[config.mk]
export PLATFORM = sky130hd
export DESIGN_NAME = ssc_sequencer
export DESIGN_NICKNAME = d
export VERILOG_FILES = /design/src/core/ssc_sequencer.v
export VERILOG_INCLUDE_DIRS = /design/src /design/src/core
export SDC_FILE = /design/constraint.sdc
export NUM_CORES = 1
export LEC_CHECK = 0
export BUFFER_PORTS_ARGS = -buffer_cell sky130_fd_sc_hd__buf_2
export CAP_MARGIN = 40
export CORE_UTILIZATION = 60
export CTS_BUF_LIST = sky130_fd_sc_hd__clkbuf_8
export DETAILED_ROUTE_END_ITERATION = 10
export GPL_ROUTABILITY_DRIVEN = 0
export PLACE_DENSITY_LB_ADDON = 0.3
export SYNTH_ARGS = -nofsm -noshare
export SYNTH_HDL_FRONTEND = slang
export SYNTH_SLANG_ARGS = --single-unit
[constraint.sdc]
create_clock -name sys_clk -period 5.4 [get_ports sys_clk]
set_clock_uncertainty 0.05 [all_clocks]
set_input_delay 1.08 -clock sys_clk [delete_from_list [all_inputs] [get_ports sys_clk]]
set_output_delay 1.08 -clock sys_clk [all_outputs]
set_load 0.1 [all_outputs]
[src/core/ssc_consts.vh]
`ifndef SSC_CONSTS_VH
`define SSC_CONSTS_VH

// ****************************************
// Register indices
// ****************************************
`define SSC_REG_SEQ 4'h0
`define SSC_REG_COL_START 4'h1
`define SSC_REG_ROW_START 4'h2
`define SSC_REG_KERNELS 4'h3
`define SSC_REG_RST_LEN 4'h4
`define SSC_REG_DS_POS 4'h5
`define SSC_REG_TS_POS 4'h6
`define SSC_REG_FT_POS 4'h7
`define SSC_REG_CAL_CODE 4'h8
`define SSC_REG_BLACK_CODE 4'h9
`define SSC_REG_OFS_CODE 4'ha
`define SSC_REG_ADC_SEL 4'hb
`define SSC_REG_AMP 4'hc
`define SSC_REG_TRIM_LO 4'hd
`define SSC_REG_TRIM_MID 4'he
`define SSC_REG_TRIM_HI 4'hf

// ****************************************
// Sequencer control word fields
// ****************************************
`define SSC_BIT_MASTER 0
`define SSC_BIT_ROW_SKIP 1
`define SSC_GRAN_LSB 2
`define SSC_GRAN_MSB 3
`define SSC_BIT_ANA_OUT 4
`define SSC_BIT_CAL_LINE 5
`define SSC_BIT_DS_ON 6
`define SSC_BIT_TS_ON 7
`define SSC_BIT_REV_X 8
`define SSC_BIT_REV_Y 9
`define SSC_BIT_NDR 10

// ****************************************
// Reset values
// ****************************************
`define SSC_RST_SEQ 11'h029
`define SSC_RST_COL_START 8'h00
`define SSC_RST_ROW_START 9'h000
`define SSC_RST_KERNELS 8'ha0
`define SSC_RST_RST_LEN 12'h002
`define SSC_RST_DS_POS 12'h000
`define SSC_RST_TS_POS 12'h000
`define SSC_RST_FT_POS 12'h1e1
`define SSC_RST_CAL_CODE 8'h4a
`define SSC_RST_BLACK_CODE 8'h6b
`define SSC_RST_OFS_CODE 8'h55
`define SSC_RST_ADC_SEL 12'h0f0
`define SSC_RST_AMP 12'hfb0
`define SSC_RST_TRIM_LO 12'hadf
`define SSC_RST_TRIM_MID 12'h6db
`define SSC_RST_TRIM_HI 9'h0db

// ****************************************
// Timing
// ****************************************
`define SSC_DIV_LAST 2'h3
`define SSC_ROW_OVERHEAD 9'h004
`define SSC_ROWS 9'h1e0
`define SSC_ROW_STEP 9'h001
`define SSC_ROW_STEP_SKIP 9'h002
`define SSC_KERNEL_STEP 8'h01
`define SSC_LINE_STEP 12'h001

`endif

[src/core/ssc_sequencer.v]
// Overview of operation
// - Whole array resets together, then all pixels sample at once into storage.
// - After the global sample the stored array is read out line by line.
// - Next integration runs overlapped with readout or strictly after it.
// - Non-destructive mode never pulses array reset and reads the same pixels repeatedly.
// - Sequencer runs on the converter rate, input clock divided by four.
// - Register 0 is the 11-bit control word; master bit, reset 0x029.
// - Row-skip bit set reads every other row, clear reads all rows.
// - Control word holds granularity, line calibration and analog output enable.
// - Dual and triple slope enable bits gate their extra reset pulses.
// - Two bits reverse horizontal and vertical readout order when set.
// - Top control bit enables non-destructive readout.
// - Register 1 is the 8-bit column start pointer, reset zero.
// - Register 2 is the 9-bit row start pointer, reset zero.
// - Register 3 counts four-pixel kernels per line, reset 0xa0.
// - Register 4 is the 12-bit reset pulse length in lines, reset 2.
// - Registers 5 and 6 place dual and triple slope pulses, reset zero.
// - Register 7 places the frame transfer line, reset 0x1e1.
// - Registers 8 to 10 are reference DAC codes 0x4a, 0x6b, 0x55.
// - Register 11 holds test path, normal path and bypass fields, reset 0x0f0.
// - Register 12 holds amplifier gain and enables, reset 0xfb0.
// - Registers 13 to 15 form the 33-bit converter calibration word.
// - In slave mode three pins time integration; readout stays internal.
`timescale 1ns/1ps
`include "ssc_consts.vh"

module ssc_sequencer (
	// Clock and reset
	input wire sys_clk,
	input wire resetn,
	input wire seq_resetn,
	// Register port
	input wire reg_write,
	input wire [3:0] reg_addr,
	input wire [11:0] reg_wdata,
	output reg [11:0] reg_rdata,
	// Mode strap
	input wire overlap_mode,
	// Integration control pins
	input wire int_time_1_in,
	input wire int_time_2_in,
	input wire int_time_3_in,
	output reg int_time_1_out,
	output reg int_time_2_out,
	output reg int_time_3_out,
	output wire int_time_oe_n,
	// Pixel array control
	output reg array_reset,
	output reg dual_slope_reset,
	output reg triple_slope_reset,
	output reg pixel_sample,
	output reg [8:0] row_addr,
	output reg [7:0] col_addr,
	output reg frame_valid,
	output reg line_valid,
	// Sequencer tick and analog settings
	output reg seq_tick,
	output wire [1:0] granularity,
	output wire analog_out_on,
	output wire line_calibration,
	output wire [7:0] calibration_level_code,
	output wire [7:0] black_level_code,
	output wire [7:0] offset_level_code,
	output wire [11:0] converter_input_select,
	output wire [11:0] amplifier_setting,
	output wire [32:0] converter_trim
);

	localparam TL_IDLE = 2'h0;
	localparam TL_RUN = 2'h1;
	localparam TL_WAIT = 2'h2;
	localparam RO_IDLE = 2'h0;
	localparam RO_LINE = 2'h1;
	localparam RO_FOT = 2'h2;

	// ****************************************
	// Registers
	// ****************************************
	reg [10:0] sequencer_control;
	reg [7:0] column_start_pointer;
	reg [8:0] row_start_pointer;
	reg [7:0] kernel_count;
	reg [11:0] reset_pulse_length;
	reg [11:0] dual_slope_position;
	reg [11:0] triple_slope_position;
	reg [11:0] transfer_position;
	reg [7:0] calibration_level;
	reg [7:0] black_level;
	reg [7:0] offset_level;
	reg [11:0] input_select;
	reg [11:0] amp_setting;
	reg [11:0] converter_trim_low;
	reg [11:0] converter_trim_mid;
	reg [8:0] converter_trim_high;

	wire master_mode = sequencer_control[`SSC_BIT_MASTER];
	wire row_skip = sequencer_control[`SSC_BIT_ROW_SKIP];
	wire dual_slope_on = sequencer_control[`SSC_BIT_DS_ON];
	wire triple_slope_on = sequencer_control[`SSC_BIT_TS_ON];
	wire reverse_x = sequencer_control[`SSC_BIT_REV_X];
	wire reverse_y = sequencer_control[`SSC_BIT_REV_Y];
	wire ndr_on = sequencer_control[`SSC_BIT_NDR];

	assign granularity = sequencer_control[`SSC_GRAN_MSB:`SSC_GRAN_LSB];
	assign analog_out_on = sequencer_control[`SSC_BIT_ANA_OUT];
	assign line_calibration = sequencer_control[`SSC_BIT_CAL_LINE];
	assign calibration_level_code = calibration_level;
	assign black_level_code = black_level;
	assign offset_level_code = offset_level;
	assign converter_input_select = input_select;
	assign amplifier_setting = amp_setting;
	assign converter_trim = {converter_trim_high, converter_trim_mid, converter_trim_low};

	always @(posedge sys_clk or negedge resetn) begin
		if (!resetn) begin
			sequencer_control <= `SSC_RST_SEQ;
			column_start_pointer <= `SSC_RST_COL_START;
			row_start_pointer <= `SSC_RST_ROW_START;
			kernel_count <= `SSC_RST_KERNELS;
			reset_pulse_length <= `SSC_RST_RST_LEN;
			dual_slope_position <= `SSC_RST_DS_POS;
			triple_slope_position <= `SSC_RST_TS_POS;
			transfer_position <= `SSC_RST_FT_POS;
			calibration_level <= `SSC_RST_CAL_CODE;
			black_level <= `SSC_RST_BLACK_CODE;
			offset_level <= `SSC_RST_OFS_CODE;
			input_select <= `SSC_RST_ADC_SEL;
			amp_setting <= `SSC_RST_AMP;
			converter_trim_low <= `SSC_RST_TRIM_LO;
			converter_trim_mid <= `SSC_RST_TRIM_MID;
			converter_trim_high <= `SSC_RST_TRIM_HI;
		end else if (reg_write) begin
			case (reg_addr)
				`SSC_REG_SEQ: sequencer_control <= reg_wdata[10:0];
				`SSC_REG_COL_START: column_start_pointer <= reg_wdata[7:0];
				`SSC_REG_ROW_START: row_start_pointer <= reg_wdata[8:0];
				`SSC_REG_KERNELS: kernel_count <= reg_wdata[7:0];
				`SSC_REG_RST_LEN: reset_pulse_length <= reg_wdata;
				`SSC_REG_DS_POS: dual_slope_position <= reg_wdata;
				`SSC_REG_TS_POS: triple_slope_position <= reg_wdata;
				`SSC_REG_FT_POS: transfer_position <= reg_wdata;
				`SSC_REG_CAL_CODE: calibration_level <= reg_wdata[7:0];
				`SSC_REG_BLACK_CODE: black_level <= reg_wdata[7:0];
				`SSC_REG_OFS_CODE: offset_level <= reg_wdata[7:0];
				`SSC_REG_ADC_SEL: input_select <= reg_wdata;
				`SSC_REG_AMP: amp_setting <= reg_wdata;
				`SSC_REG_TRIM_LO: converter_trim_low <= reg_wdata;
				`SSC_REG_TRIM_MID: converter_trim_mid <= reg_wdata;
				`SSC_REG_TRIM_HI: converter_trim_high <= reg_wdata[8:0];
				default: sequencer_control <= sequencer_control;
			endcase
		end
	end

	// Readback of the addressed register, narrow ones zero-extended
	always @(posedge sys_clk or negedge resetn) begin
		if (!resetn) begin
			reg_rdata <= 12'h000;
		end else begin
			case (reg_addr)
				`SSC_REG_SEQ: reg_rdata <= {1'b0, sequencer_control};
				`SSC_REG_COL_START: reg_rdata <= {4'h0, column_start_pointer};
				`SSC_REG_ROW_START: reg_rdata <= {3'h0, row_start_pointer};
				`SSC_REG_KERNELS: reg_rdata <= {4'h0, kernel_count};
				`SSC_REG_RST_LEN: reg_rdata <= reset_pulse_length;
				`SSC_REG_DS_POS: reg_rdata <= dual_slope_position;
				`SSC_REG_TS_POS: reg_rdata <= triple_slope_position;
				`SSC_REG_FT_POS: reg_rdata <= transfer_position;
				`SSC_REG_CAL_CODE: reg_rdata <= {4'h0, calibration_level};
				`SSC_REG_BLACK_CODE: reg_rdata <= {4'h0, black_level};
				`SSC_REG_OFS_CODE: reg_rdata <= {4'h0, offset_level};
				`SSC_REG_ADC_SEL: reg_rdata <= input_select;
				`SSC_REG_AMP: reg_rdata <= amp_setting;
				`SSC_REG_TRIM_LO: reg_rdata <= converter_trim_low;
				`SSC_REG_TRIM_MID: reg_rdata <= converter_trim_mid;
				default: reg_rdata <= {3'h0, converter_trim_high};
			endcase
		end
	end

	// ****************************************
	// Sequencer rate and line timing
	// ****************************************
	function at_line;
		input [11:0] pos;
		input [11:0] line;
		begin
			at_line = (pos != 12'h000) && (line == pos - `SSC_LINE_STEP);
		end
	endfunction

	reg [1:0] div_cnt;
	reg [8:0] line_phase;
	wire [8:0] line_len = {1'b0, kernel_count} + `SSC_ROW_OVERHEAD;
	wire line_end = seq_tick && (line_phase == line_len - `SSC_ROW_STEP);

	always @(posedge sys_clk or negedge resetn) begin
		if (!resetn) begin
			div_cnt <= 2'h0;
			seq_tick <= 1'b0;
			line_phase <= 9'h000;
		end else if (!seq_resetn) begin
			div_cnt <= 2'h0;
			seq_tick <= 1'b0;
			line_phase <= 9'h000;
		end else begin
			div_cnt <= div_cnt + 2'h1;
			seq_tick <= (div_cnt == `SSC_DIV_LAST);
			if (line_end)
				line_phase <= 9'h000;
			else if (seq_tick)
				line_phase <= line_phase + `SSC_ROW_STEP;
		end
	end

	// ****************************************
	// Integration timeline
	// ****************************************
	reg [1:0] tl_state;
	reg [11:0] tl_line;
	reg [1:0] ro_state;
	reg int1_q, int2_q, int3_q;
	wire ro_idle = (ro_state == RO_IDLE);
	wire m_transfer = master_mode && (tl_state == TL_RUN) && line_end && ro_idle &&
		at_line(transfer_position, tl_line);
	wire s_transfer = !master_mode && int1_q && !int_time_1_in && ro_idle;
	wire transfer = m_transfer || s_transfer;

	assign int_time_oe_n = !master_mode;

	always @(posedge sys_clk or negedge resetn) begin
		if (!resetn) begin
			tl_state <= TL_IDLE;
			tl_line <= 12'h000;
			int1_q <= 1'b0;
			int2_q <= 1'b0;
			int3_q <= 1'b0;
			array_reset <= 1'b0;
			dual_slope_reset <= 1'b0;
			triple_slope_reset <= 1'b0;
			pixel_sample <= 1'b0;
			int_time_1_out <= 1'b0;
			int_time_2_out <= 1'b0;
			int_time_3_out <= 1'b0;
		end else if (!seq_resetn) begin
			tl_state <= TL_IDLE;
			tl_line <= 12'h000;
			array_reset <= 1'b0;
			dual_slope_reset <= 1'b0;
			triple_slope_reset <= 1'b0;
			pixel_sample <= 1'b0;
			int_time_1_out <= 1'b0;
			int_time_2_out <= 1'b0;
			int_time_3_out <= 1'b0;
		end else begin
			int1_q <= int_time_1_in;
			int2_q <= int_time_2_in;
			int3_q <= int_time_3_in;
			pixel_sample <= transfer;
			if (!master_mode) begin
				tl_state <= TL_IDLE;
				tl_line <= 12'h000;
				array_reset <= !int_time_1_in && !ndr_on;
				dual_slope_reset <= dual_slope_on && int_time_2_in && !int2_q;
				triple_slope_reset <= triple_slope_on && int_time_3_in && !int3_q;
				int_time_1_out <= 1'b0;
				int_time_2_out <= 1'b0;
				int_time_3_out <= 1'b0;
			end else begin
				case (tl_state)
					TL_IDLE: begin
						if (line_end) begin
							tl_state <= TL_RUN;
							tl_line <= 12'h000;
						end
					end
					TL_RUN: begin
						if (line_end) begin
							if (m_transfer) begin
								tl_line <= 12'h000;
								tl_state <= overlap_mode ? TL_RUN : TL_WAIT;
							end else if (!at_line(transfer_position, tl_line)) begin
								tl_line <= tl_line + `SSC_LINE_STEP;
							end
						end
					end
					TL_WAIT: begin
						if (ro_idle && line_end) begin
							tl_state <= TL_RUN;
							tl_line <= 12'h000;
						end
					end
					default: tl_state <= TL_IDLE;
				endcase
				// Whole array held in reset for the first reset_pulse_length - 1 lines of each frame, except in non-destructive mode
				array_reset <= (tl_state == TL_RUN) && !ndr_on &&
					(tl_line < reset_pulse_length - `SSC_LINE_STEP);
				dual_slope_reset <= (tl_state == TL_RUN) && dual_slope_on &&
					at_line(dual_slope_position, tl_line);
				triple_slope_reset <= (tl_state == TL_RUN) && triple_slope_on &&
					at_line(triple_slope_position, tl_line);
				int_time_1_out <= (tl_state == TL_RUN) &&
					(tl_line >= reset_pulse_length - `SSC_LINE_STEP);
				if (dual_slope_reset)
					int_time_2_out <= 1'b1;
				else if (transfer || tl_state != TL_RUN)
					int_time_2_out <= 1'b0;
				if (triple_slope_reset)
					int_time_3_out <= 1'b1;
				else if (transfer || tl_state != TL_RUN)
					int_time_3_out <= 1'b0;
			end
		end
	end

	// ****************************************
	// Readout
	// ****************************************
	reg [8:0] row_cnt;
	reg [7:0] kern_cnt;
	wire [8:0] row_step = row_skip ? `SSC_ROW_STEP_SKIP : `SSC_ROW_STEP;
	wire [9:0] row_next = {1'b0, row_cnt} + {1'b0, row_step};
	wire [8:0] row_last = `SSC_ROWS - `SSC_ROW_STEP;
	wire [7:0] col_last = column_start_pointer + kernel_count - `SSC_KERNEL_STEP;

	always @(posedge sys_clk or negedge resetn) begin
		if (!resetn) begin
			ro_state <= RO_IDLE;
			row_cnt <= 9'h000;
			kern_cnt <= 8'h00;
			row_addr <= 9'h000;
			col_addr <= 8'h00;
			frame_valid <= 1'b0;
			line_valid <= 1'b0;
		end else if (!seq_resetn) begin
			ro_state <= RO_IDLE;
			row_cnt <= 9'h000;
			kern_cnt <= 8'h00;
			frame_valid <= 1'b0;
			line_valid <= 1'b0;
		end else begin
			case (ro_state)
				RO_IDLE: begin
					if (transfer) begin
						ro_state <= RO_FOT;
						row_cnt <= row_start_pointer;
					end
				end
				RO_FOT: begin
					if (line_end && frame_valid) begin
						ro_state <= RO_IDLE;
						frame_valid <= 1'b0;
					end else if (line_end) begin
						ro_state <= RO_LINE;
						frame_valid <= 1'b1;
					end
				end
				RO_LINE: begin
					if (line_end) begin
						if (row_next > {1'b0, row_last})
							ro_state <= RO_FOT;
						else
							row_cnt <= row_next[8:0];
					end
				end
				default: ro_state <= RO_IDLE;
			endcase
			if (ro_state == RO_LINE && seq_tick && line_phase < {1'b0, kernel_count}) begin
				line_valid <= 1'b1;
				kern_cnt <= kern_cnt + `SSC_KERNEL_STEP;
				col_addr <= reverse_x ? col_last - kern_cnt
					: column_start_pointer + kern_cnt;
				row_addr <= reverse_y ? row_last - row_cnt : row_cnt;
			end else if (seq_tick) begin
				line_valid <= 1'b0;
				if (line_phase >= {1'b0, kernel_count})
					kern_cnt <= 8'h00;
			end
		end
	end

endmodule // ssc_sequencer

=== After elaboration in Yosys (flattened, before gate mapping) ===
Cells that the tools add are included.
W data, S select, Z words.

* Add/sub/neg operators: 16
* Reduce and logical (&&, ||, !) cells: 63
* Eq/ne operators: 44
* Mux-type cells: 63
* $lt $le $gt $ge: 5

{| class="wikitable"
|+ Operators by type and width
! cell !! number
|-
| $pmux W12 S15 || 1
|-
| $mux W12 || 7
|-
| $mux W9 || 8
|-
| $sub A12 B1 Y12 const B || 4
|-
| $mux W8 || 5
|-
| $reduce_and A2 Y1 || 19
|-
| $eq A12 B12 Y1 || 3
|-
| $pmux W12 S3 || 1
|-
| $reduce_bool A12 Y1 || 3
|-
| $eq A4 B4 Y1 const B || 8
|-
| $mux W2 || 14
|-
| $logic_and A1 B1 Y1 || 27
|-
| $mux W1 || 24
|-
| $ne A4 B4 Y1 const B || 5
|-
| $pmux W9 S2 || 1
|-
| $add A8 B8 Y8 || 2
|-
| $eq A4 B3 Y1 const B || 4
|-
| $ne A3 B1 Y1 const B || 5
|-
| $add A12 B1 Y12 const B || 1
|-
| $ge A12 B12 Y1 || 1
|-
| $lt A12 B12 Y1 || 1
|-
| $pmux W2 S3 || 2
|-
| $reduce_and A4 Y1 || 3
|-
| $add A9 B2 Y10 || 1
|-
| 27 further kinds || 41
|}

* Output and inout port bits: 125
* Bits in registers: 251
* Bits of input ports: 24

=== Depth between registers and ports, before layout ===
Gate-level depths: netlist of the first run.

* Word-level depth: 13
* Gate-level depth with buffers: 14
* Gate-level depth less buffers: 14

=== Worst setup path before layout of the first run ===
OpenSTA, ideal clock, no wires.

* Path type: flip-flop to flip-flop
* Start point: reg seq_tick
* End point: reg row_cnt[0]
* Library setup time: 125 ps
* Period minus slack after synthesis: 3258 ps
* Stages on the path, launching flop included: 12
* Path slack: 2142 ps
* Path buffers: 3
* Arrival: 3083 ps
* Path through: dfrtp_1 -> buf_2 -> inv_1 -> or3_1 -> a2111oi_2 -> o41ai_1 -> or2_1 -> buf_2 -> o21ai_0 -> o211a_1 -> buf_6 -> mux2_4

* Word-level cells in the longest chain between the ends: 7

{| class="wikitable"
|+ Ends and longest elaborated chain
! item !! RTL line !! source
|-
| from (decl) || ssc_sequencer.v:57 || <nowiki>output reg seq_tick,</nowiki>
|-
| from (signal assigned) || ssc_sequencer.v:208 || <nowiki>seq_tick <= (div_cnt == `SSC_DIV_LAST);</nowiki>
|-
| $logic_and A1 B1 Y1 (*) || ssc_sequencer.v:195 || <nowiki>wire line_end = seq_tick && (line_phase == line_len - `SSC_ROW_STEP);</nowiki>
|-
| $logic_and A1 B1 Y1 (3 in series) || ssc_sequencer.v:224 || <nowiki>wire m_transfer = master_mode && (tl_state == TL_RUN) && line_end && ro_idle &&</nowiki>
|-
| $logic_or A1 B1 Y1 || ssc_sequencer.v:227 || <nowiki>wire transfer = m_transfer || s_transfer;</nowiki>
|-
| $ne A3 B2 Y1 (no source line) || n/a ||
|-
| $reduce_and A4 Y1 (no source line) (*) || n/a ||
|-
| to (signal assigned) || ssc_sequencer.v:346 || <nowiki>row_cnt <= row_start_pointer;</nowiki>
|-
| to (signal assigned) || ssc_sequencer.v:363 || <nowiki>row_cnt <= row_next[8:0];</nowiki>
|-
| to (decl) || ssc_sequencer.v:319 || <nowiki>reg [8:0] row_cnt;</nowiki>
|}

Mark *: on every way between the ends. The rest lies on a longest branch, timed or not.
A chain may end at the register's enable or synchronous reset.

=== Worst setup path in the final report of the first run ===
* Start point: reg sequencer_control[1]
* End point: reg row_cnt[7]

* Word-level cells in the longest chain between the ends: 6

{| class="wikitable"
|+ Ends and longest elaborated chain
! item !! RTL line !! source
|-
| from (decl) || ssc_sequencer.v:79 || <nowiki>reg [10:0] sequencer_control;</nowiki>
|-
| from (signal assigned) || ssc_sequencer.v:116 || <nowiki>sequencer_control <= `SSC_RST_SEQ;</nowiki>
|-
| from (signal assigned) || ssc_sequencer.v:134 || <nowiki>`SSC_REG_SEQ: sequencer_control <= reg_wdata[10:0];</nowiki>
|-
| from (signal assigned) || ssc_sequencer.v:150 || <nowiki>default: sequencer_control <= sequencer_control;</nowiki>
|-
| $mux W2 (no source line) (*) || n/a ||
|-
| $add A9 B2 Y10 (*) || ssc_sequencer.v:322 || <nowiki>wire [9:0] row_next = {1'b0, row_cnt} + {1'b0, row_step};</nowiki>
|-
| branches (longest 4 deep; another with $gt A10 B9 Y1) || n/a ||
|}

Every way passes the cells marked *. The select of a mux whose other input is x is not followed.

==> results.tsv, run 1 <==
stage	metric	value	unit
outcome	status	finished, final reports clean	
power	Power Dens Cells	450	mW/mm2
cts	CTS Hold Bufs	0	
yosys	cell taking the most area after synthesis	dfrtp_1	
global_route	first-pass GRT wire length	64.5	mm
placement	Inst Count DP	1807	
critical_path	Buf+Inv Stages, Crit Path	2	
critical_path	worst-path cell chain	inv_1 > ha_1 > inv_1 > fa_1 > nand4b_1 > xnor2_1 > and4_1 > o21ai_0 > or4b_2 > a22oi_1 > a21boi_0 > o2bb2ai_1	
global_route	gr ovfl total	0	
global_route	initial antenna violation count	1	
yosys	register area share after synthesis	0.436	
critical_path	cell family with most CP delay	simple AND/OR/NAND/NOR gates	
route	Final ANT Viol Nets	0	
yosys	syn_nets	1497	
critical_path	crit path DAT	3950	ps
route	routed wire length	42.3	mm
yosys	number of synthesis warnings	0	
route	met2 wire len	19.7	mm
finish	layout cells sized above 1	0.297	
critical_path	Reg2Reg Depth	12	
critical_path	Slowest-stage cell, CP	or4b_2	
worst_hold_path	Hold Path Depth	1	
yosys	Mean Syn Cell Area	10.3	um2
floorplanning	CORE AREA	0.0236	mm2
sta	Slew headroom	0.348	
yosys	Synth Cell Area	0.0146	mm2
finish	multi-input logic area	0.00759	mm2
floorplanning	Ports	149	
critical_path	critical path class	register to register	
cts	Num CTS Buffers	41	
yosys	flops & latches, synth	251	
yosys	post-synth top area share	0.333	
power	Pwr Total	7.36	mW
worst_hold_path	Hold Crit Endpoint	div_cnt[0]	
floorplanning	die width	158	um
sta	Final period util	0.662	
floorplanning	starting density of the core	0.617	
route	highest routed layer	met4	
worst_hold_path	Tightest Hold Check Type	register to register	
sta	final critical-path required period	3570	ps
sta	worst slew pin tran	974	ps
finish	Filler cells	1820	
route	WL/cell	22.5	um
global_route	number of global-route vias before repair	11500	
finish	Final #Nets	1619	
yosys	Primary FF master, synth	dfrtp_1	
finish	most frequent cells in the layout	dfrtp_1, mux2_2, buf_2	
critical_path	reg-to-reg endpoint	row_cnt[7]	
sta	Fmax	280	MHz
critical_path	CP Launch Type	register	
sta	endpoints failing hold	0	
cts	Resized cells post-CTS	0	
sta	RSZ-0062 raised after global routing	false	
cts	clk sinks	251	
route	M1 wire length	16.9	mm
finish	commonest non-fill, non-tap cell in the layout	dfrtp_1	
route	DRT Pass-1 Iters	6	
yosys	Post-Syn Instances	1409	
sta	Slew Limit Fails	0	
cts	worst skew pair latency	580	ps
critical_path	r2r setup slk	1830	ps
placement	Port Buffers	148	
placement	DP Wirelength	30.1	mm
sta	setup tns final	0	ps
cts	CTS tree	built	
critical_path	launching point of the worst reg2reg path	sequencer_control[1]	
run	MaxCap Viol Count	0	
critical_path	Most common cell on crit path	inv_1	
route	Vias	12000	
yosys	EDFF count, synth	0	
critical_path	largest stage delay on the critical path	650	ps
finish	FF+latch area	0.00635	mm2
finish	post-route insts no fill	1884	
worst_hold_path	Hold Crit Start	div_cnt[0]	
route	Iter 0 DRT Violations	1319	
floorplanning	number of placement rows	56	
floorplanning	Die Ht	158	um
cts	Clk pin slew, worst setup/hold paths	70	ps
global_route	largest net degree at the start of global routing	116	
floorplanning	full die area	0.0249	mm2
critical_path	Worst Setup End Kind	register	
cts	post-CTS setup repair buffer count	0	
critical_path	required time worst endpoint	5780	ps
route	met3 WL post-DR	4.03	mm
yosys	asr flop ratio synth	1.00	
cts	htree depth	2	
route	vias per std cell	6.36	
power	peak supply drop	0.000461	V
critical_path	CP max FO	4	
finish	synth-to-layout area growth	12.2	%
yosys	Area contributors post-synth	dfrtp_1, mux2_2, dfstp_2	
power	Pleak	7.45	nW
cts	Root Driver	clkbuf_8	
global_route	total track usage	0.346	
cts	Max clock buf depth	3	
yosys	Distinct cells, synth	88	
route	drt drc	0	
sta	final setup fails	0	
==> flip-flops by register name (all words and copies together), names as in the netlist, 9 cells and up <==
name / cells
dual_slope_position: 12
converter_input_select: 12
tl_line: 12
transfer_position: 12
row_addr: 9
sequencer_control: 11
converter_trim_low: 12
row_start_pointer: 9
line_phase: 9
reset_pulse_length: 12
triple_slope_position: 12
amplifier_setting: 12
reg_rdata: 12
converter_trim_high: 9
converter_trim_mid: 12
row_cnt: 9
==> cell usage after synthesis (10+ instances only) <==
master,count
a21o_1,16
a21oi_1,59
a22oi_1,23
a31oi_1,11
and3_1,15
clkbuf_1,61
dfrtp_1,194
dfstp_2,57
fa_1,10
ha_1,54
inv_1,74
mux2_2,163
mux2i_1,22
nand2_1,96
nand3_1,33
nand4_1,19
nor2_1,92
nor2b_1,16
nor3_1,30
nor3b_1,15
nor4_1,15
o21ai_0,70
xnor2_1,58
xor2_1,35
==> worst reg2reg max path, stage by stage (launching register included) <==
cell and delay [ps]:
dfrtp_1 480, inv_1 140, ha_1 170, inv_1 60
fa_1 430, nand4b_1 230, xnor2_1 150, and4_1 200
o21ai_0 350, or4b_2 650, a22oi_1 150, a21boi_0 280
o2bb2ai_1 110
==> where the power goes <==
| group | switching (mW) | leakage, nW | internal [mW] | total, mW |
|---|---|---|---|---|
| clock | 0.802 | 0.497 | 0.923 | 1.73 |
| sequential | 0.530 | 3.09 | 2.28 | 2.81 |
| combinational | 2.04 | 3.87 | 0.779 | 2.82 |
| total | 3.37 | 7.45 | 3.98 | 7.36 |
==> how the worst max path moves through the flow <==
stage                         start                         to  slack, ps  cells past startpoint
3_5_place_dp             seq_resetn                 row_cnt[3]       1640                      6
6_report       sequencer_control[1]                 row_cnt[7]       1830                     12
5_1_grt             kernel_count[0]                tl_line[11]       1660                     10
2_1_floorplan              seq_tick                 row_cnt[0]       2140                     11
4_1_cts        sequencer_control[1]                 row_cnt[7]       1890                     12
3_3_place_gp            reg_addr[3]  converter_input_select[2]       1800                      5
==> routing by layer <==
metal,track usage,vias to the layer above
met3,0.0764,140
met5,0,-
li1,-,5327
met1,0.457,5879
met4,0.146,0
met2,0.548,645
==> metrics by stage <==
| stage | cell area [um2] | setup WS, ps | hold WS (ps) | util |
|---|---|---|---|---|
| floorplan | 14600 | 2140 | 353 | - |
| global placement | 15400 | 1800 | 373 | 0.654 |
| detailed placement | 15500 | 1640 | 372 | 0.655 |
| CTS | 16300 | 1890 | 380 | 0.692 |
| global route | 16300 | 1660 | 392 | 0.692 |
| finish | 16300 | 1830 | 376 | 0.692 |
==> area by class of cell <==
class | instances | share of cell area
clock buffers | 55 | 0.0463
multi-input cells | 1002 | 0.465
diodes | 1 | 0.000153
inverters | 76 | 0.0175
well taps | 319 | 0.0244
clock inverters | 21 | 0.00682
flip-flops and latches | 251 | 0.389
repair buffers | 159 | 0.0512
==> logic make-up (layout without fill, tap and decap cells) <==
logic type	Yosys count	count (layout)	synth area share
xor gates and xnor gates	93	93	0.0559
and+or+nand+nor	379	379	0.133
adders and majority gates	64	64	0.0601
buffers and inverters	156	311	0.0426
muxes	188	188	0.145
other	0	1	0
DFF	251	251	0.436
AOI/OAI and AO/OA	278	278	0.127
No activity file was read; power rests on OpenSTA's default activity.
==> inputs of run 2 (changes only) <==
Clock period 5.4 ns to 3.64 ns, I/O delays scaled along.
==> run 2 against run 1 <==
Critical path type unchanged. First-iteration DRC count is 13% higher. Largest power group unchanged. Global-route usage is 0.35 points higher. Largest cell class unchanged. Cell count is 1.8% higher. Via count is 2.7% higher. Final area is 1.8% higher. Fmax is 5.9% higher.
==> results.tsv, run 2 (synthesized netlist as in run 1, its figures left out) <==
stage	metric	value	unit	change
cts	post-CTS setup repair buffer count	0		unchanged
placement	Inst Count DP	1838		+1.7%
route	Iter 0 DRT Violations	1484		+13%
cts	CTS tree	built		
finish	multi-input logic area	0.00759	mm2	unchanged
route	WL/cell	22.3	um	-0.89%
sta	Slew headroom	0.367		+0.0189
finish	most frequent cells in the layout	dfrtp_1, mux2_2, buf_2		
critical_path	Slowest-stage cell, CP	or4b_2		
placement	Port Buffers	148		unchanged
route	routed wire length	42.7	mm	+0.90%
floorplanning	number of placement rows	56		unchanged
global_route	gr ovfl total	0		unchanged
sta	final critical-path required period	3370	ps	-198 ps
route	DRT Pass-1 Iters	8		+2
critical_path	CP max FO	4		unchanged
worst_hold_path	Tightest Hold Check Type	primary input to async pin		
critical_path	Most common cell on crit path	inv_1		
power	Power Dens Cells	663	mW/mm2	+47%
finish	post-route insts no fill	1918		+1.8%
run	MaxCap Viol Count	0		unchanged
cts	Max clock buf depth	3		unchanged
global_route	first-pass GRT wire length	65.8	mm	+2.0%
critical_path	Buf+Inv Stages, Crit Path	2		unchanged
critical_path	required time worst endpoint	4020	ps	-1760 ps
route	drt drc	0		unchanged
critical_path	Worst Setup End Kind	register		
floorplanning	Die Ht	158	um	unchanged
cts	clk sinks	251		unchanged
finish	FF+latch area	0.00635	mm2	unchanged
global_route	total track usage	0.349		+0.00352
critical_path	launching point of the worst reg2reg path	sequencer_control[1]		
floorplanning	die width	158	um	unchanged
cts	Clk pin slew, worst setup/hold paths	60	ps	about the same
sta	Fmax	296	MHz	+5.9%
cts	Num CTS Buffers	43		+4.9%
sta	worst slew pin tran	946	ps	-28.2 ps
global_route	number of global-route vias before repair	12000		+4.6%
sta	final setup fails	0		unchanged
critical_path	Reg2Reg Depth	12		unchanged
critical_path	reg-to-reg endpoint	row_cnt[7]		
floorplanning	Ports	149		unchanged
finish	layout cells sized above 1	0.312		+0.0148
sta	setup tns final	0	ps	unchanged
finish	post-route design area	0.0166	mm2	+1.8%
finish	commonest non-fill, non-tap cell in the layout	dfrtp_1		
critical_path	worst-path cell chain	inv_1 > ha_1 > inv_1 > fa_1 > nand4b_1 > xnor2_1 > and4_1 > o21ai_0 > or4b_2 > a22oi_1 > a21boi_0 > o2bb2ai_1		
finish	Final #Nets	1652		+2.0%
route	vias per std cell	6.42		+0.86%
finish	synth-to-layout area growth	14.2	%	
power	peak supply drop	0.000903	V	+96%
sta	Final period util	0.927		+0.265
placement	DP Wirelength	30.7	mm	+1.8%
critical_path	critical path class	register to register		
cts	htree depth	2		unchanged
critical_path	CP Launch Type	register		
critical_path	largest stage delay on the critical path	620	ps	-30 ps
cts	Root Driver	clkbuf_8		
sta	Slew Limit Fails	0		unchanged
cts	CTS Hold Bufs	0		unchanged
sta	RSZ-0062 raised after global routing	false		
route	Vias	12300		+2.7%
sta	endpoints failing hold	0		unchanged
global_route	initial antenna violation count	0		-1
route	Final ANT Viol Nets	0		unchanged
critical_path	r2r setup slk	270	ps	-1560 ps
global_route	largest net degree at the start of global routing	83		-28%
cts	worst skew pair latency	580	ps	about the same
outcome	status	finished, final reports clean		
floorplanning	starting density of the core	0.617		unchanged
power	Pleak	7.64	nW	+2.5%
critical_path	crit path DAT	3760	ps	-190 ps
floorplanning	full die area	0.0249	mm2	unchanged
placement	dpl cell area	0.0157	mm2	+1.6%
cts	Resized cells post-CTS	0		unchanged
critical_path	cell family with most CP delay	simple AND/OR/NAND/NOR gates		
finish	Filler cells	1720		-5.5%
floorplanning	CORE AREA	0.0236	mm2	unchanged
finish	ANT cells	0		-1
-- run 2: cell types whose count changed in the layout (fill, tap and decap cells not counted) --
cell	before	now
clkdlybuf4s15_2	1	0
clkbuf_8	55	56
diode_2	1	0
bufinv_16	0	1
buf_12	0	2
inv_8	3	1
inv_1	86	87
clkinvlp_4	1	2
inv_6	0	2
buf_4	10	40
-- run 2: where the power goes --
part	internal [mW]	switching [mW]	total [mW]	leakage, nW
Sequential	3.38	0.736	4.12	3.09
Combinational	1.17	3.07	4.25	4.03
Clock	1.47	1.21	2.67	0.521
-- run 2: stage by stage --
step	worst slack (ps)	hold WS [ps]	util	power, mW
floorplan	382	353	-	7.34
global placement	443	376	0.665	8.20
detailed placement	291	380	0.666	8.33
CTS	274	133	0.705	11.0
global route	25.2	151	0.705	11.5
finish	265	126	0.705	11.0
-- run 2: cell type report --
class,count,share of cell area
inverter,76,0.0171
sequential,251,0.382
multi-input combinational,1002,0.456
clock buffer,56,0.0463
timing repair buffer,190,0.0656
clock inverter,24,0.00887
tap,319,0.0240
-- run 2: how the worst max path moves through the flow --
stage                                    start         end  slack (ps)  cells after the start
after CTS                 sequencer_control[1]  row_cnt[7]         270                     12
after detailed placement  sequencer_control[1]  row_cnt[7]         290                     12
after floorplan                       seq_tick  row_cnt[0]         380                     11
final                     sequencer_control[1]  row_cnt[7]         270                     12
after global routing      sequencer_control[1]  row_cnt[7]          30                     12
after global placement    transfer_position[0]  row_cnt[0]         440                     10
-- run 2: worst register-to-register path, stage by stage, from the launching register on --
cell       delay, ps
dfrtp_1          410
inv_1            110
ha_1             190
inv_1             70
fa_1             420
nand4b_1         240
xnor2_1          160
and4_1           200
o21ai_0          350
or4b_2           620
a22oi_1          140
a21boi_0         210
o2bb2ai_1         90
-- run 2: routing by layer --
layer | up-vias | track usage | share of wire
li1 | 5389 | - | -
met5 | - | 0 | 0
met4 | 0 | 0.149 | 0.043
met2 | 738 | 0.567 | 0.47
met1 | 6013 | 0.451 | 0.39
met3 | 172 | 0.0753 | 0.095
==> inputs of run 3 (changes only) <==
Settings changed: PLACE_DENSITY set to 0.84, PLACE_DENSITY_LB_ADDON 0.3 to unset.
==> run 3 against run 2 <==
Critical path depth down 2. Die area did not move. Flip-flop and latch count unchanged. Critical endpoint is now tl_line[3]. Wire length down 1.1%. First-iteration DRC count fell by 3.0%. Worst hold slack got worse by 38 ps. Global-route usage is 0.58 points lower. Non-clock buffer count did not move.
==> results.tsv, run 3 (synthesized netlist as in run 1, its figures left out) <==
stage	metric	value	unit	change
route	vias per std cell	6.40		-0.23%
route	Iter 0 DRT Violations	1439		-3.0%
critical_path	CP max FO	13		+9
sta	final setup fails	0		unchanged
placement	Port Buffers	148		unchanged
global_route	number of global-route vias before repair	11900		-0.68%
sta	Slew headroom	0.374		+0.00655
sta	Final period util	0.945		+0.0175
floorplanning	Ports	149		unchanged
critical_path	CP Launch Type	register		
floorplanning	die width	158	um	unchanged
sta	Slew Limit Fails	0		unchanged
cts	worst skew pair latency	570	ps	about the same
cts	CTS Hold Bufs	0		unchanged
finish	Final #Nets	1652		unchanged
finish	most frequent cells in the layout	dfrtp_1, mux2_2, buf_2		
route	drt drc	0		unchanged
finish	Filler cells	1722		+0.12%
power	peak supply drop	0.000694	V	-23%
global_route	total track usage	0.343		-0.00583
finish	layout cells sized above 1	0.309		-0.00313
power	Pleak	7.65	nW	+0.16%
critical_path	crit path DAT	3840	ps	+80 ps
outcome	status	finished, final reports clean		
floorplanning	CORE AREA	0.0236	mm2	unchanged
cts	Root Driver	clkbuf_8		
cts	Num CTS Buffers	43		unchanged
critical_path	Worst Setup End Kind	register		
global_route	initial antenna violation count	1		+1
cts	CTS tree	built		
power	Power Dens Cells	661	mW/mm2	-0.31%
sta	RSZ-0062 raised after global routing	false		
floorplanning	starting density of the core	0.617		unchanged
sta	Fmax	291	MHz	-1.9%
floorplanning	full die area	0.0249	mm2	unchanged
critical_path	required time worst endpoint	4050	ps	+30 ps
placement	DP Wirelength	30.3	mm	-1.1%
route	DRT Pass-1 Iters	6		-2
sta	endpoints failing hold	0		unchanged
cts	Resized cells post-CTS	0		unchanged
worst_hold_path	Tightest Hold Check Type	primary input to async pin		
sta	setup tns final	0	ps	unchanged
cts	Max clock buf depth	3		unchanged
global_route	first-pass GRT wire length	65.4	mm	-0.68%
run	MaxCap Viol Count	0		unchanged
route	routed wire length	42.2	mm	-1.1%
critical_path	critical path class	register to register		
route	WL/cell	22.0	um	-1.2%
route	Final ANT Viol Nets	0		unchanged
placement	pre-CTS WS	276	ps	-15.2 ps
global_route	largest net degree at the start of global routing	74		-11%
route	Vias	12300		-0.18%
sta	worst slew pin tran	936	ps	-9.78 ps
finish	synth-to-layout area growth	14.1	%	
cts	Clk pin slew, worst setup/hold paths	60	ps	about the same
cts	htree depth	2		unchanged
floorplanning	Die Ht	158	um	unchanged
finish	commonest non-fill, non-tap cell in the layout	dfrtp_1		
global_route	gr ovfl total	0		unchanged
sta	worst setup margin	202	ps	-63.7 ps
sta	final critical-path required period	3440	ps	+63.7 ps
cts	clk sinks	251		unchanged
cts	post-CTS setup repair buffer count	0		unchanged
floorplanning	number of placement rows	56		unchanged
-- run 3: cell count changes in the layout (fill, tap and decap cells not counted), sizes merged --
cell and change:
inv +5, diode +1, clkinvlp -2, bufinv +1
clkbuf -4
-- run 3: layout make-up --
cell class                      instances  area (um2)  area share
Multi-Input combinational cell       1002        7590       0.457
Timing Repair Buffer                  190        1090      0.0656
Sequential cell                       251        6350       0.382
Clock buffer                           52         716      0.0431
Antenna cell                            1        2.50    0.000151
Tap cell                              319         399      0.0240
Inverter                               76         285      0.0172
Clock inverter                         28         181      0.0109
-- run 3: final timing paths --
| kind | from | end | slack [ps] | cells past startpoint |
|---|---|---|---|---|
| max | kernel_count[0] | tl_line[3] | 200 | 10 |
| min | resetn | seq_tick | 90 | 1 |
| max reg2reg | kernel_count[0] | tl_line[3] | 200 | 10 |
| min reg2reg | div_cnt[0] | div_cnt[0] | 380 | 1 |
| max in group asynchronous | resetn | converter_trim_high[0] | 2480 | 2 |
| min in group sys_clk | div_cnt[0] | div_cnt[0] | 380 | 1 |
-- run 3: power breakdown --
| part | internal (mW) | switching (mW) | leakage [nW] |
|---|---|---|---|
| Sequential | 3.38 | 0.751 | 3.09 |
| Combinational | 1.17 | 3.06 | 4.03 |
| Clock | 1.45 | 1.17 | 0.533 |
-- run 3: worst max-delay path: stages, from the launching register on --
cell and delay (ps):
dfrtp_1 440, inv_1 120, ha_1 320, xnor2_1 120
or3_1 340, a2111oi_2 370, o41ai_1 180, or2_1 370
o31ai_4 620, o21ai_0 190, a21o_1 210
-- run 3: metal layers --
metal / global-route usage / wire [um] / part of all wire
met1: 0.451 / 16800 / 0.40
met2: 0.549 / 19400 / 0.46
met3: 0.0690 / 4120 / 0.098
met4: 0.154 / 1890 / 0.045
met5: 0 / 0 / 0
-- run 3: stage by stage --
stage | area, um2 | utilization | hold WS (ps) | total power, mW | instances
3_5_place_dp | 15700 | 0.666 | 371 | 8.32 | 1838
4_1_cts | 16600 | 0.704 | 100 | 11.0 | 1918
5_1_grt | 16600 | 0.704 | 115 | 11.4 | 1918
3_3_place_gp | 15700 | 0.665 | 366 | 8.18 | 1836
6_report | 16600 | 0.704 | 88.2 | 11.0 | 1919
2_1_floorplan | 14600 | - | 353 | 7.34 | 1409
